===== config.mk =====
export PLATFORM = sky130hd
export DESIGN_NAME = gpabc_regs
export DESIGN_NICKNAME = d
export VERILOG_FILES = /design/src/logic/gpabc_pkg.sv /design/src/logic/gpabc_subreg_mem.sv /design/src/logic/gpabc_pin_drive.sv /design/src/logic/gpabc_regs.sv
export SDC_FILE = /design/constraint.sdc
export NUM_CORES = 1
export LEC_CHECK = 0
export ABC_AREA = 1
export BUFFER_PORTS_ARGS = -buffer_cell sky130_fd_sc_hd__buf_2
export CAP_MARGIN = 20
export CELL_PAD_IN_SITES_DETAIL_PLACEMENT = 1
export CELL_PAD_IN_SITES_GLOBAL_PLACEMENT = 2
export CORE_ASPECT_RATIO = 1.75
export CORE_MARGIN = 5
export CORE_UTILIZATION = 34
export DETAILED_ROUTE_END_ITERATION = 10
export PLACE_DENSITY_LB_ADDON = 0.25
export SYNTH_ARGS = -nofsm -noshare
export SYNTH_HDL_FRONTEND = slang
export SYNTH_SLANG_ARGS = --single-unit

===== constraint.sdc =====
create_clock -name CLK -period 5 [get_ports CLK]
set_input_delay 0.75 -clock CLK [delete_from_list [all_inputs] [get_ports CLK]]
set_output_delay 0.75 -clock CLK [all_outputs]
set_load 0.01 [all_outputs]

===== src/logic/gpabc_pkg.sv =====
// Package of register map, field layout and reset values for the three-port GPIO block
package gpabc_pkg;
   localparam int PORT_COUNT = 3;
   localparam int PORT_WIDTH = 8;
   localparam int SLOTS_PER_PORT = 4;
   localparam int SUBREG_COUNT = 4;
   // Printed offsets are not all multiples of four, so these are word indices
   localparam logic [11:0] PORT_A_SUBREG_SELECT_IDX = 12'hfd0;
   localparam logic [11:0] PORT_A_SUBREG_DATA_IDX = 12'hfd1;
   localparam logic [11:0] PORT_A_INPUT_SAMPLE_IDX = 12'hfd2;
   localparam logic [11:0] PORT_A_OUTPUT_DRIVE_IDX = 12'hfd3;
   localparam logic [11:0] PORT_B_SUBREG_SELECT_IDX = 12'hfd4;
   localparam logic [11:0] PORT_B_SUBREG_DATA_IDX = 12'hfd5;
   localparam logic [11:0] PORT_B_INPUT_SAMPLE_IDX = 12'hfd6;
   localparam logic [11:0] PORT_B_OUTPUT_DRIVE_IDX = 12'hfd7;
   localparam logic [11:0] PORT_C_SUBREG_SELECT_IDX = 12'hfd8;
   localparam logic [11:0] PORT_C_SUBREG_DATA_IDX = 12'hfd9;
   localparam logic [11:0] PORT_C_INPUT_SAMPLE_IDX = 12'hfda;
   localparam logic [11:0] PORT_C_OUTPUT_DRIVE_IDX = 12'hfdb;
   localparam logic [11:0] FIRST_IDX = PORT_A_SUBREG_SELECT_IDX;
   localparam logic [11:0] LAST_IDX = PORT_C_OUTPUT_DRIVE_IDX;
   localparam int ADDR_WIDTH = 14;
   // Slot numbers inside one port's block
   localparam logic [1:0] SLOT_SELECT = 2'h0;
   localparam logic [1:0] SLOT_DATA = 2'h1;
   localparam logic [1:0] SLOT_INPUT = 2'h2;
   localparam logic [1:0] SLOT_OUTPUT = 2'h3;
   // Sub-register codes reached through the data slot
   localparam logic [7:0] SUB_DIRECTION = 8'h01;
   localparam logic [7:0] SUB_ALT_FUNCTION = 8'h02;
   localparam logic [7:0] SUB_OPEN_DRAIN = 8'h03;
   localparam logic [7:0] SUB_SELECT_RESET = 8'h00;
   localparam logic [7:0] SUB_DATA_RESET = 8'h00;
   localparam logic [7:0] OUTPUT_DRIVE_RESET = 8'h00;
   localparam logic [7:0] DIRECTION_RESET = 8'h00;
   localparam logic [1:0] RESP_OKAY = 2'h0;
   localparam logic [1:0] RESP_SLVERR = 2'h2;
   typedef enum logic [1:0] {GPABC_W_IDLE, GPABC_W_RESP} gpabc_wstate_t;
   typedef enum logic [1:0] {GPABC_R_IDLE, GPABC_R_WAIT, GPABC_R_RESP} gpabc_rstate_t;
endpackage : gpabc_pkg


===== src/logic/gpabc_subreg_mem.sv =====
// Small memory of per-port indirect sub-registers with a registered read port
`timescale 1ns/1ps
`default_nettype none
module gpabc_subreg_mem #(
   parameter int WORDS = 12,
   parameter int WIDTH = 8
) (
   input wire logic CLK,
   input wire logic RESET,
   input wire logic wr_en,
   input wire logic [$clog2(WORDS)-1:0] wr_addr,
   input wire logic [WIDTH-1:0] wr_data,
   input wire logic [$clog2(WORDS)-1:0] rd_addr,
   output logic [WIDTH-1:0] rd_data,
   output logic [WORDS*WIDTH-1:0] all_words
);
   logic [WIDTH-1:0] mem_q [WORDS];
   logic [WIDTH-1:0] mem_d [WORDS];
   logic [WIDTH-1:0] rd_q;
   logic [WIDTH-1:0] rd_d;

   always_comb begin
      for (int i = 0; i < WORDS; i++) begin
         mem_d[i] = mem_q[i];
      end
      if (wr_en) begin
         mem_d[wr_addr] = wr_data;
      end
      rd_d = mem_q[rd_addr];
   end

   always_ff @(posedge CLK) begin
      for (int i = 0; i < WORDS; i++) begin
         mem_q[i] <= RESET ? '0 : mem_d[i];
      end
      rd_q <= RESET ? '0 : rd_d;
   end

   assign rd_data = rd_q;
   always_comb begin
      for (int i = 0; i < WORDS; i++) begin
         all_words[i*WIDTH +: WIDTH] = mem_q[i];
      end
   end
endmodule : gpabc_subreg_mem
`default_nettype wire


===== src/logic/gpabc_pin_drive.sv =====
// Pin driver of one port: drive value, enables and input sampling
`timescale 1ns/1ps
`default_nettype none
module gpabc_pin_drive #(
   parameter int WIDTH = 8
) (
   input wire logic CLK,
   input wire logic RESET,
   input wire logic [WIDTH-1:0] drive_bits,
   input wire logic [WIDTH-1:0] output_dir,
   input wire logic [WIDTH-1:0] open_drain,
   input wire logic [WIDTH-1:0] pin_level,
   output logic [WIDTH-1:0] pin_out,
   output logic [WIDTH-1:0] pin_oe_n,
   output logic [WIDTH-1:0] sample
);
   logic [WIDTH-1:0] out_q, out_d, oe_n_q, oe_n_d, smp_q, smp_d;

   always_comb begin
      out_d = drive_bits;
      // Open-drain pins release the line instead of driving high
      oe_n_d = ~output_dir | (open_drain & drive_bits);
      smp_d = pin_level;
   end

   always_ff @(posedge CLK) begin
      if (RESET) begin
         out_q <= '0;
         oe_n_q <= '1;
         smp_q <= '0;
      end else begin
         out_q <= out_d;
         oe_n_q <= oe_n_d;
         smp_q <= smp_d;
      end
   end

   assign pin_out = out_q;
   assign pin_oe_n = oe_n_q;
   assign sample = smp_q;
endmodule : gpabc_pin_drive
`default_nettype wire


===== src/logic/gpabc_regs.sv =====
// Top of the three-port GPIO register block with an AXI4-Lite slave
//
// Chosen here: the AXI4-Lite interface to the registers.
`timescale 1ns/1ps
`default_nettype none
module gpabc_regs (
   input wire logic CLK,
   input wire logic RESET,
   input wire logic [gpabc_pkg::ADDR_WIDTH-1:0] S_AXI_AWADDR,
   input wire logic S_AXI_AWVALID,
   output logic S_AXI_AWREADY,
   input wire logic [31:0] S_AXI_WDATA,
   input wire logic [3:0] S_AXI_WSTRB,
   input wire logic S_AXI_WVALID,
   output logic S_AXI_WREADY,
   output logic [1:0] S_AXI_BRESP,
   output logic S_AXI_BVALID,
   input wire logic S_AXI_BREADY,
   input wire logic [gpabc_pkg::ADDR_WIDTH-1:0] S_AXI_ARADDR,
   input wire logic S_AXI_ARVALID,
   output logic S_AXI_ARREADY,
   output logic [31:0] S_AXI_RDATA,
   output logic [1:0] S_AXI_RRESP,
   output logic S_AXI_RVALID,
   input wire logic S_AXI_RREADY,
   input wire logic [7:0] PORT_A_IN,
   input wire logic [7:0] PORT_B_IN,
   input wire logic [7:0] PORT_C_IN,
   output logic [7:0] PORT_A_OUT,
   output logic [7:0] PORT_B_OUT,
   output logic [7:0] PORT_C_OUT,
   output logic [7:0] PORT_A_OE_N,
   output logic [7:0] PORT_B_OE_N,
   output logic [7:0] PORT_C_OE_N
);
   localparam int NP = gpabc_pkg::PORT_COUNT;
   localparam int W = gpabc_pkg::PORT_WIDTH;
   localparam int NSUB = gpabc_pkg::SUBREG_COUNT;
   localparam int MWORDS = NP * NSUB;
   localparam int MAW = $clog2(MWORDS);

   // ****************************************************************
   // Address decode
   // ****************************************************************
   // Returns 1 when a byte address hits the map; yields port and slot
   function automatic logic decode(input logic [gpabc_pkg::ADDR_WIDTH-1:0] a,
                                   output logic [1:0] port, output logic [1:0] slot);
      logic [11:0] idx;
      logic [11:0] rel;
      idx = a[13:2];
      rel = idx - gpabc_pkg::FIRST_IDX;
      port = rel[3:2];
      slot = rel[1:0];
      decode = (a[1:0] == 2'h0) && (idx >= gpabc_pkg::FIRST_IDX)
               && (idx <= gpabc_pkg::LAST_IDX);
   endfunction : decode

   // Memory word of a sub-register; codes 1..3 are held, others read zero
   function automatic logic [MAW-1:0] sub_word(input logic [1:0] port, input logic [7:0] sel);
      sub_word = MAW'(port * NSUB + int'(sel[1:0]));
   endfunction : sub_word

   function automatic logic sub_valid(input logic [7:0] sel);
      sub_valid = (sel >= gpabc_pkg::SUB_DIRECTION) && (sel <= gpabc_pkg::SUB_OPEN_DRAIN);
   endfunction : sub_valid

   // ****************************************************************
   // Register state
   // ****************************************************************
   logic [W-1:0] sel_q [NP];
   logic [W-1:0] sel_d [NP];
   logic [W-1:0] drv_q [NP];
   logic [W-1:0] drv_d [NP];
   logic [W-1:0] smp [NP];
   logic [W-1:0] pin_in [NP];
   logic [W-1:0] pin_o [NP];
   logic [W-1:0] pin_oe [NP];
   logic [MWORDS*W-1:0] sub_all;
   logic mem_we;
   logic [MAW-1:0] mem_waddr;
   logic [W-1:0] mem_wdata;
   logic [MAW-1:0] mem_raddr;
   logic [W-1:0] mem_rdata;

   // ****************************************************************
   // Write channel
   // ****************************************************************
   gpabc_pkg::gpabc_wstate_t ws_q, ws_d;
   logic aw_have_q, aw_have_d, w_have_q, w_have_d;
   logic [gpabc_pkg::ADDR_WIDTH-1:0] awaddr_q, awaddr_d;
   logic [31:0] wdata_q, wdata_d;
   logic wstrb0_q, wstrb0_d;
   logic awready_q, awready_d, wready_q, wready_d, bvalid_q, bvalid_d;
   logic [1:0] bresp_q, bresp_d;
   logic [1:0] wport, wslot;
   logic whit;

   always_comb begin
      ws_d = ws_q;
      aw_have_d = aw_have_q;
      w_have_d = w_have_q;
      awaddr_d = awaddr_q;
      wdata_d = wdata_q;
      wstrb0_d = wstrb0_q;
      bvalid_d = bvalid_q;
      bresp_d = bresp_q;
      mem_we = 1'b0;
      mem_waddr = '0;
      mem_wdata = wdata_q[W-1:0];
      for (int p = 0; p < NP; p++) begin
         sel_d[p] = sel_q[p];
         drv_d[p] = drv_q[p];
      end
      whit = decode(awaddr_q, wport, wslot);
      unique case (ws_q)
         gpabc_pkg::GPABC_W_IDLE: begin
            if (S_AXI_AWVALID && awready_q) begin
               aw_have_d = 1'b1;
               awaddr_d = S_AXI_AWADDR;
            end
            if (S_AXI_WVALID && wready_q) begin
               w_have_d = 1'b1;
               wdata_d = S_AXI_WDATA;
               wstrb0_d = S_AXI_WSTRB[0];
            end
            if (aw_have_q && w_have_q) begin
               // Data sits in byte lane 0; other lanes are ignored
               if (whit && wstrb0_q) begin
                  unique case (wslot)
                     gpabc_pkg::SLOT_SELECT: sel_d[wport] = wdata_q[W-1:0];
                     gpabc_pkg::SLOT_DATA: begin
                        mem_we = sub_valid(sel_q[wport]);
                        mem_waddr = sub_word(wport, sel_q[wport]);
                     end
                     gpabc_pkg::SLOT_INPUT: ;
                     gpabc_pkg::SLOT_OUTPUT: drv_d[wport] = wdata_q[W-1:0];
                  endcase
               end
               bresp_d = whit ? gpabc_pkg::RESP_OKAY : gpabc_pkg::RESP_SLVERR;
               bvalid_d = 1'b1;
               aw_have_d = 1'b0;
               w_have_d = 1'b0;
               ws_d = gpabc_pkg::GPABC_W_RESP;
            end
         end
         gpabc_pkg::GPABC_W_RESP: begin
            if (S_AXI_BREADY) begin
               bvalid_d = 1'b0;
               ws_d = gpabc_pkg::GPABC_W_IDLE;
            end
         end
         default: ws_d = gpabc_pkg::GPABC_W_IDLE;
      endcase
      awready_d = (ws_d == gpabc_pkg::GPABC_W_IDLE) && !aw_have_d;
      wready_d = (ws_d == gpabc_pkg::GPABC_W_IDLE) && !w_have_d;
   end

   always_ff @(posedge CLK) begin
      if (RESET) begin
         ws_q <= gpabc_pkg::GPABC_W_IDLE;
         aw_have_q <= 1'b0;
         w_have_q <= 1'b0;
         awaddr_q <= '0;
         wdata_q <= '0;
         wstrb0_q <= 1'b0;
         awready_q <= 1'b0;
         wready_q <= 1'b0;
         bvalid_q <= 1'b0;
         bresp_q <= gpabc_pkg::RESP_OKAY;
         for (int p = 0; p < NP; p++) begin
            sel_q[p] <= gpabc_pkg::SUB_SELECT_RESET;
            drv_q[p] <= gpabc_pkg::OUTPUT_DRIVE_RESET;
         end
      end else begin
         ws_q <= ws_d;
         aw_have_q <= aw_have_d;
         w_have_q <= w_have_d;
         awaddr_q <= awaddr_d;
         wdata_q <= wdata_d;
         wstrb0_q <= wstrb0_d;
         awready_q <= awready_d;
         wready_q <= wready_d;
         bvalid_q <= bvalid_d;
         bresp_q <= bresp_d;
         for (int p = 0; p < NP; p++) begin
            sel_q[p] <= sel_d[p];
            drv_q[p] <= drv_d[p];
         end
      end
   end

   // ****************************************************************
   // Read channel
   // ****************************************************************
   // One wait cycle lets the sub-register memory present registered data
   gpabc_pkg::gpabc_rstate_t rs_q, rs_d;
   logic [gpabc_pkg::ADDR_WIDTH-1:0] araddr_q, araddr_d;
   logic arready_q, arready_d, rvalid_q, rvalid_d;
   logic [31:0] rdata_q, rdata_d;
   logic [1:0] rresp_q, rresp_d;
   logic [1:0] rport, rslot;
   logic rhit;
   logic [1:0] nport, nslot;
   logic nhit;
   logic [W-1:0] rbyte;

   always_comb begin
      rs_d = rs_q;
      araddr_d = araddr_q;
      rvalid_d = rvalid_q;
      rdata_d = rdata_q;
      rresp_d = rresp_q;
      rhit = decode(araddr_q, rport, rslot);
      unique case (rslot)
         gpabc_pkg::SLOT_SELECT: rbyte = sel_q[rport];
         gpabc_pkg::SLOT_DATA: rbyte = sub_valid(sel_q[rport]) ? mem_rdata : '0;
         gpabc_pkg::SLOT_INPUT: rbyte = smp[rport];
         gpabc_pkg::SLOT_OUTPUT: rbyte = drv_q[rport];
      endcase
      unique case (rs_q)
         gpabc_pkg::GPABC_R_IDLE: begin
            if (S_AXI_ARVALID && arready_q) begin
               araddr_d = S_AXI_ARADDR;
               rs_d = gpabc_pkg::GPABC_R_WAIT;
            end
         end
         gpabc_pkg::GPABC_R_WAIT: begin
            rdata_d = rhit ? {24'h000000, rbyte} : 32'h00000000;
            rresp_d = rhit ? gpabc_pkg::RESP_OKAY : gpabc_pkg::RESP_SLVERR;
            rvalid_d = 1'b1;
            rs_d = gpabc_pkg::GPABC_R_RESP;
         end
         gpabc_pkg::GPABC_R_RESP: begin
            if (S_AXI_RREADY) begin
               rvalid_d = 1'b0;
               rs_d = gpabc_pkg::GPABC_R_IDLE;
            end
         end
         default: rs_d = gpabc_pkg::GPABC_R_IDLE;
      endcase
      // Memory follows the incoming address, so its word stands by the wait cycle
      nhit = decode(araddr_d, nport, nslot);
      mem_raddr = nhit ? sub_word(nport, sel_q[nport]) : '0;
      arready_d = (rs_d == gpabc_pkg::GPABC_R_IDLE);
   end

   always_ff @(posedge CLK) begin
      if (RESET) begin
         rs_q <= gpabc_pkg::GPABC_R_IDLE;
         araddr_q <= '0;
         arready_q <= 1'b0;
         rvalid_q <= 1'b0;
         rdata_q <= '0;
         rresp_q <= gpabc_pkg::RESP_OKAY;
      end else begin
         rs_q <= rs_d;
         araddr_q <= araddr_d;
         arready_q <= arready_d;
         rvalid_q <= rvalid_d;
         rdata_q <= rdata_d;
         rresp_q <= rresp_d;
      end
   end

   // ****************************************************************
   // Sub-registers and pins
   // ****************************************************************
   gpabc_subreg_mem #(.WORDS(MWORDS), .WIDTH(W)) u_mem (
      .CLK(CLK),
      .RESET(RESET),
      .wr_en(mem_we),
      .wr_addr(mem_waddr),
      .wr_data(mem_wdata),
      .rd_addr(mem_raddr),
      .rd_data(mem_rdata),
      .all_words(sub_all)
   );

   assign pin_in[0] = PORT_A_IN;
   assign pin_in[1] = PORT_B_IN;
   assign pin_in[2] = PORT_C_IN;

   for (genvar p = 0; p < NP; p++) begin : g_port
      gpabc_pin_drive #(.WIDTH(W)) u_pin (
         .CLK(CLK),
         .RESET(RESET),
         .drive_bits(drv_q[p]),
         .output_dir(sub_all[(p*NSUB + int'(gpabc_pkg::SUB_DIRECTION[1:0]))*W +: W]),
         .open_drain(sub_all[(p*NSUB + int'(gpabc_pkg::SUB_OPEN_DRAIN[1:0]))*W +: W]),
         .pin_level(pin_in[p]),
         .pin_out(pin_o[p]),
         .pin_oe_n(pin_oe[p]),
         .sample(smp[p])
      );
   end

   assign PORT_A_OUT = pin_o[0];
   assign PORT_B_OUT = pin_o[1];
   assign PORT_C_OUT = pin_o[2];
   assign PORT_A_OE_N = pin_oe[0];
   assign PORT_B_OE_N = pin_oe[1];
   assign PORT_C_OE_N = pin_oe[2];
   assign S_AXI_AWREADY = awready_q;
   assign S_AXI_WREADY = wready_q;
   assign S_AXI_BVALID = bvalid_q;
   assign S_AXI_BRESP = bresp_q;
   assign S_AXI_ARREADY = arready_q;
   assign S_AXI_RVALID = rvalid_q;
   assign S_AXI_RDATA = rdata_q;
   assign S_AXI_RRESP = rresp_q;
endmodule : gpabc_regs
`default_nettype wire


Word level (Yosys, flattened, before mapping)
Memory sizes are Yosys's and may differ from the RTL's. A register that Yosys moved wholly into a read port is not among the register bits. Index checks and enable logic that the tools add are counted.

Add/subtract/negate cells: 5. Magnitude comparators: 15. Equality and inequality tests: 11. Muxes and demuxes: 73. Bitwise gates (word level): 18. Reduce and logical (&&, ||, !) cells: 35.

Operators with widths (number): 24-bit 2-to-1 mux (8); 8-bit 2-to-1 mux (24); 96-bit bitwise mux (1); 96-bit 2-to-1 mux (1); 24-bit bitwise mux (2); 12-bit greater-or-equal comparator, second input constant (3); 12-bit <= comparator, second input constant (3); 8-bit demux with 4-bit select (1); 8-bit one-hot mux with 4 select lines (1); 14-bit 2-to-1 mux (2); 8-bit bitwise AND (3); 8-bit inverter (3); 8-bit bitwise OR (3); 4-bit 2-to-1 mux (5); 2-bit zero test (9); 1-bit logical AND (17); 8-bit binary-select mux with 2-bit select (1); 8-bit demux with 2-bit select (1); 8-bit by 1-bit greater-or-equal comparator with 1-bit output, second input constant (2); 8-bit by 2-bit <= comparator with 1-bit output, second input constant (2); 1-bit 2-to-1 mux (16); 2-bit 2-to-1 mux (6); 4-bit by 1-bit subtractor with 4-bit output, second input constant (3); 4-bit by 2-bit adder with 4-bit output (2); other kinds (17) (38).

Register bits after elaboration: 156. Memory bits (writable): 144. Memories kept: 3.

Memory list: u_mem.mem_q (depth 12, width 8, read ports 13, clocked after memory_dff 1, write ports 12, RTL line gpabc_subreg_mem.sv:17) `logic [WIDTH-1:0] mem_q [WORDS];`; drv_q (depth 3, width 8, read ports 4, clocked after memory_dff 0, write ports 3, RTL line gpabc_regs.sv:72) `logic [W-1:0] drv_q [NP];`; sel_q (depth 3, width 8, read ports 6, clocked after memory_dff 0, write ports 3, RTL line gpabc_regs.sv:70) `logic [W-1:0] sel_q [NP];`.

Longest topological paths before layout
Depth after elaboration: 15. Gate-level depth with buffers: 18.

Modules after synthesis
A second synthesis with hierarchy kept.

Cells, all modules: 1724. Area total of the unflattened synthesis: 12211.7 um^2.

By module, submodules not included: gpabc_regs (times used 1, cells an instance 834, area an instance 5430.2 um^2, sequential area each 2162.1 um^2); gpabc_subreg_mem (times used 1, cells an instance 665, area an instance 4679.5 um^2, sequential area each 2082.0 um^2); gpabc_pin_drive (times used 3, cells an instance 75, area an instance 700.7 um^2, sequential area each 480.5 um^2).

Worst setup path after synthesis
Ideal clock, no wire load.

Path kind: input to register. Start: input S_AXI_ARVALID. End: register u_mem.rd_q[0], in the netlist u_mem.rd_data[0] (read register of u_mem.mem_q). Setup time: 0.122 ns. Data arrival time: 2.295 ns. Slack: 2.583 ns. Cell stages on the path: 17. Cells stage by stage: nand2_1 -> inv_2 -> nand2_4 -> buf_6 -> nand2_1 -> nand2_1 -> nor2_1 -> nand2_1 -> nor2_4 -> nand4_1 -> nand2_2 -> inv_2 -> buf_2 -> nand2_1 -> nand3_1 -> nand2_1 -> a21oi_1.

Word-level cells in the longest chain between the ends: 7.

RTL lines: from (decl) (RTL line gpabc_regs.sv:20) `input wire logic S_AXI_ARVALID,`; 1-bit logical AND (*) (RTL line gpabc_regs.sv:222) `if (S_AXI_ARVALID && arready_q) begin`; 14-bit 2-to-1 mux (*) (RTL line gpabc_regs.sv:222); 14-bit 2-to-1 mux (*) (RTL line gpabc_regs.sv:220) `unique case (rs_q)`; 4-bit by 1-bit subtractor with 4-bit output, or another cell as far along (RTL line gpabc_regs.sv:51) `rel = idx - gpabc_pkg::FIRST_IDX;`; memory read 3 x 8 bit or 1-bit logical AND (tied branches); 4-bit by 2-bit adder with 4-bit output or 1-bit logical AND (tied branches) (RTL line gpabc_regs.sv:60, gpabc_regs.sv:55); 4-bit 2-to-1 mux (*) (RTL line gpabc_regs.sv:243) `mem_raddr = nhit ? sub_word(nport, sel_q[nport]) : '0;`; to (decl) (RTL line gpabc_subreg_mem.sv:19) `logic [WIDTH-1:0] rd_q;`.

Mark *: on every way between the ends. The rest lies on a longest branch, timed or not. A chain may end at the register's enable or synchronous reset.

Worst setup path in the final report
Start: register araddr_q[4] (netlist name). End: register u_mem.rd_q[1], in the netlist u_mem.rd_data[1] (read register of u_mem.mem_q).

Word-level cells in the longest chain between the ends: 6.

RTL lines: from (decl) (RTL line gpabc_regs.sv:197) `logic [gpabc_pkg::ADDR_WIDTH-1:0] araddr_q, araddr_d;`; from (signal assigned) (RTL line gpabc_regs.sv:257) `araddr_q <= araddr_d;`; 14-bit 2-to-1 mux (RTL line gpabc_regs.sv:222); 14-bit 2-to-1 mux (*) (RTL line gpabc_regs.sv:220); 4-bit by 1-bit subtractor with 4-bit output or 12-bit greater-or-equal comparator (tied branches) (RTL line gpabc_regs.sv:51, gpabc_regs.sv:54); memory read 3 x 8 bit or 1-bit logical AND (tied branches); 4-bit by 2-bit adder with 4-bit output or 1-bit logical AND (tied branches) (RTL line gpabc_regs.sv:60, gpabc_regs.sv:55); 4-bit 2-to-1 mux (*) (RTL line gpabc_regs.sv:243).

Marked as above.

==> results.py <==
metrics = {
    "floorplanning": {
        "start_util_pct": 34.20,
        "dieWidth_um": 152.2,
        "num_io_pins": 184,
        "core_area_mm2": 0.03518,
        "rows": 91,
        "die_h_um": 258.9,
        "dieArea_mm2": 0.03940,
    },
    "drt": {
        "routed.top_layer": "met4",
        "wl_um": 41960,
        "route.detailed.drc": 0,
        "viasPerCell": 4.918,
        "wire_per_inst_um": 18.68,
        "dr.pass1.iters": 4,
        "final_antenna_net_count": 0,
        "routed-via-count": 11050,
        "met2_length_um": 21390,
        "drtIter0Drc": 562,
        "wl_met3_um": 1584,
        "m1WireLength_um": 16880,
    },
    "finish": {
        "fillerInstances": 4488,
        "fin_nets": 1856,
        "syn_to_final_growth_pct": 14.80,
        "stdcell_count": 2246,
        "final_util_pct": 39.27,
        "final_cell_mix": "nand2_1, dfxtp_1, nor2_1",
        "num_antenna_cells": 0,
        "stdcell_area_mm2": 0.01381,
        "layout_commonest_cell": "nand2_1",
        "drive_above_1_share_pct": 11.96,
    },
    "clocking": {
        "cts_made_buffers": 28,
        "cts_max_level": 1,
        "clkTransAtPathRegs_ns": 0.07,
        "cts.sinks": 284,
        "cts_hold_buf": 0,
        "cts_setup_buffers": 0,
        "ctsResizeCount": 0,
        "insertion_delay_ns": 0.56,
        "cts.path.max_buffers": 3,
        "cts_root_buf": "clkbuf_16",
        "tritoncts": "built",
    },
    "setup_path": {
        "required_ns": 5.47,
        "critPathArrivalTime_ns": 3.68,
        "crit_path_max_fanout": 64,
        "ff2ff_setup_slack_ns": 1.80,
        "critical_path_class": "reg -> reg",
        "rr_startpoint": "araddr_q[4]",
        "reg2regPathDepth": 13,
        "end_kind": "flop",
        "setup.worst_path.start_class": "flop",
        "reg2reg_to": "u_mem.rd_data[1]",
    },
    "grt": {
        "grt_use_total_pct": 20.81,
        "grt_pass1_vias": 11460,
        "antenna_found_initial": 0,
        "grt_max_degree": 96,
        "grt.overflow.total": 0,
        "grt_pass1_wl_um": 65000,
    },
    "timing": {
        "slew_viol_final": 0,
        "slew_headroom_pct": 33.96,
        "setup_viol": 0,
        "finClkSkew_ns": 0.01636,
        "period_share_pct": 64.09,
        "fin_hold_ws_ns": 0.3872,
        "fmax_mhz": 312.0,
        "period_minus_slack_ns": 3.205,
        "hold_violations": 0,
        "tightest_slew_ns": 0.9906,
        "setup_tns_ns": 0,
        "rsz0062_at_grt": "false",
        "fin_ws_ns": 1.795,
    },
    "yosys": {
        "synth_edf_count": 0,
        "syn_area_mm2": 0.01203,
        "syn_area_per_cell_um2": 7.185,
        "ys.flop_type": "dfxtp_1",
        "yosysWarnings": 0,
        "synth_cell_types": 35,
        "yosysSeqAreaShare_pct": 47.24,
        "synthArstFlopShare_pct": 0,
        "synthCells": 1675,
        "ys_ff_latch": 284,
    },
    "min_path": {
        "hold_path_class": "in -> reg",
        "hold_path_depth": 2,
        "hold_end": "S_AXI_RVALID",
        "hp-start": "S_AXI_RREADY",
    },
    "placement": {
        "io_buffers": 130,
        "post-dp-hpwl_um": 30320,
        "dpl_cell_area_mm2": 0.01287,
        "dp_cells": 2195,
        "gp_congestion": 0.8343,
        "dp_slack_ns": 1.600,
    },
    "pwr": {
        "leakage_nw": 5.891,
        "total_power_mw": 4.820,
        "vdd_ir_drop_max_mv": 0.2033,
        "power.density_mw_per_mm2": 348.9,
    },
    "run_status": {
        "status": "complete, no violations",
    },
    "run": {
        "cap_violations": 0,
    },
}
[critical path, cell delays in order (launching register included)]
cell,delay (ns)
dfxtp_1,0.71
clkinv_1,0.46
nand2_1,0.26
nand3_1,0.09
nand3_1,0.09
nand2_1,0.13
nand3_4,0.10
buf_4,0.57
nand2_1,0.10
o21ai_1,0.11
nand2_1,0.07
nand3_1,0.11
nand2_1,0.10
a21oi_1,0.18
[cell type report]
cell class | instances | area [um2] | share of cell area, %
Tap cell | 465 | 581.8 | 4.212
Multi-Input combinational cell | 1071 | 4970 | 35.98
Clock buffer | 38 | 799.5 | 5.788
Inverter | 233 | 877.1 | 6.349
Timing Repair Buffer | 143 | 763.2 | 5.525
Clock inverter | 12 | 137.6 | 0.9963
Sequential cell | 284 | 5685 | 41.16
[cell families (layout without fill, tap and decap cells)]
group                  after synthesis  in the layout  share of synthesized area [%]
other                                1             27                        0.03116
AOI/OAI and AO/OA                  328            328                          14.62
DFF                                284            284                          47.24
buffers and inverters              346            426                          12.27
and+or+nand+nor                    716            716                          25.84
[routing by layer]
metal,global-route usage [%],up-vias
met5,0,-
met4,9.648,0
met3,2.657,78
met2,38.46,247
met1,23.64,5252
li1,-,5468
[sequential cells by signal, indices dropped and copies added (netlist names), 2 cells and up, named ones only]
name / count
u_mem.mem_q: 96
drv_q: 24
g_port.u_pin.pin_oe_n: 24
g_port.u_pin.pin_out: 24
g_port.u_pin.sample: 24
sel_q: 24
araddr_q: 14
awaddr_q: 14
S_AXI_RDATA: 8
u_mem.rd_data: 8
wdata_q: 8
rs_q: 2
ws_q: 2
[report_power, final]
part	internal, mW	switching (mW)
Combinational	0.0795	0.207
Clock	1.27	0.926
Sequential	2.30	0.0413
[cells in the mapped netlist (2+ instances only)]
| library cell | number | share of area, % |
|---|---|---|
| a21oi_1 | 124 | 5.2 |
| buf_1 | 13 | 0.41 |
| buf_2 | 16 | 0.67 |
| buf_4 | 28 | 1.7 |
| buf_6 | 7 | 0.66 |
| clkbuf_1 | 49 | 1.5 |
| clkinv_1 | 12 | 0.37 |
| dfxtp_1 | 284 | 47 |
| inv_1 | 219 | 6.8 |
| inv_2 | 2 | 0.062 |
| nand2_1 | 289 | 9.0 |
| nand2_2 | 4 | 0.21 |
| nand3_1 | 105 | 4.4 |
| nand3b_1 | 3 | 0.19 |
| nand4_1 | 47 | 2.4 |
| nor2_1 | 237 | 7.4 |
| nor2_2 | 2 | 0.10 |
| nor2_4 | 6 | 0.56 |
| nor3_1 | 5 | 0.21 |
| nor3_2 | 4 | 0.33 |
| nor3b_2 | 3 | 0.31 |
| nor4_1 | 9 | 0.47 |
| o211ai_1 | 30 | 1.9 |
| o21ai_0 | 145 | 6.0 |
| o21ai_1 | 16 | 0.67 |
| o2bb2ai_1 | 7 | 0.51 |
[how the worst max path moves through the flow]
stage,start,to,slack [ns]
after floorplan,S_AXI_ARVALID,u_mem.rd_data[0],2.58
after global placement,S_AXI_ARVALID,u_mem.rd_data[1],1.59
after detailed placement,S_AXI_ARVALID,u_mem.rd_data[1],1.60
after CTS,araddr_q[4],u_mem.rd_data[1],1.77
after global routing,araddr_q[4],u_mem.rd_data[3],1.45
final,araddr_q[4],u_mem.rd_data[1],1.80
Power figures use the tool's default switching activity.
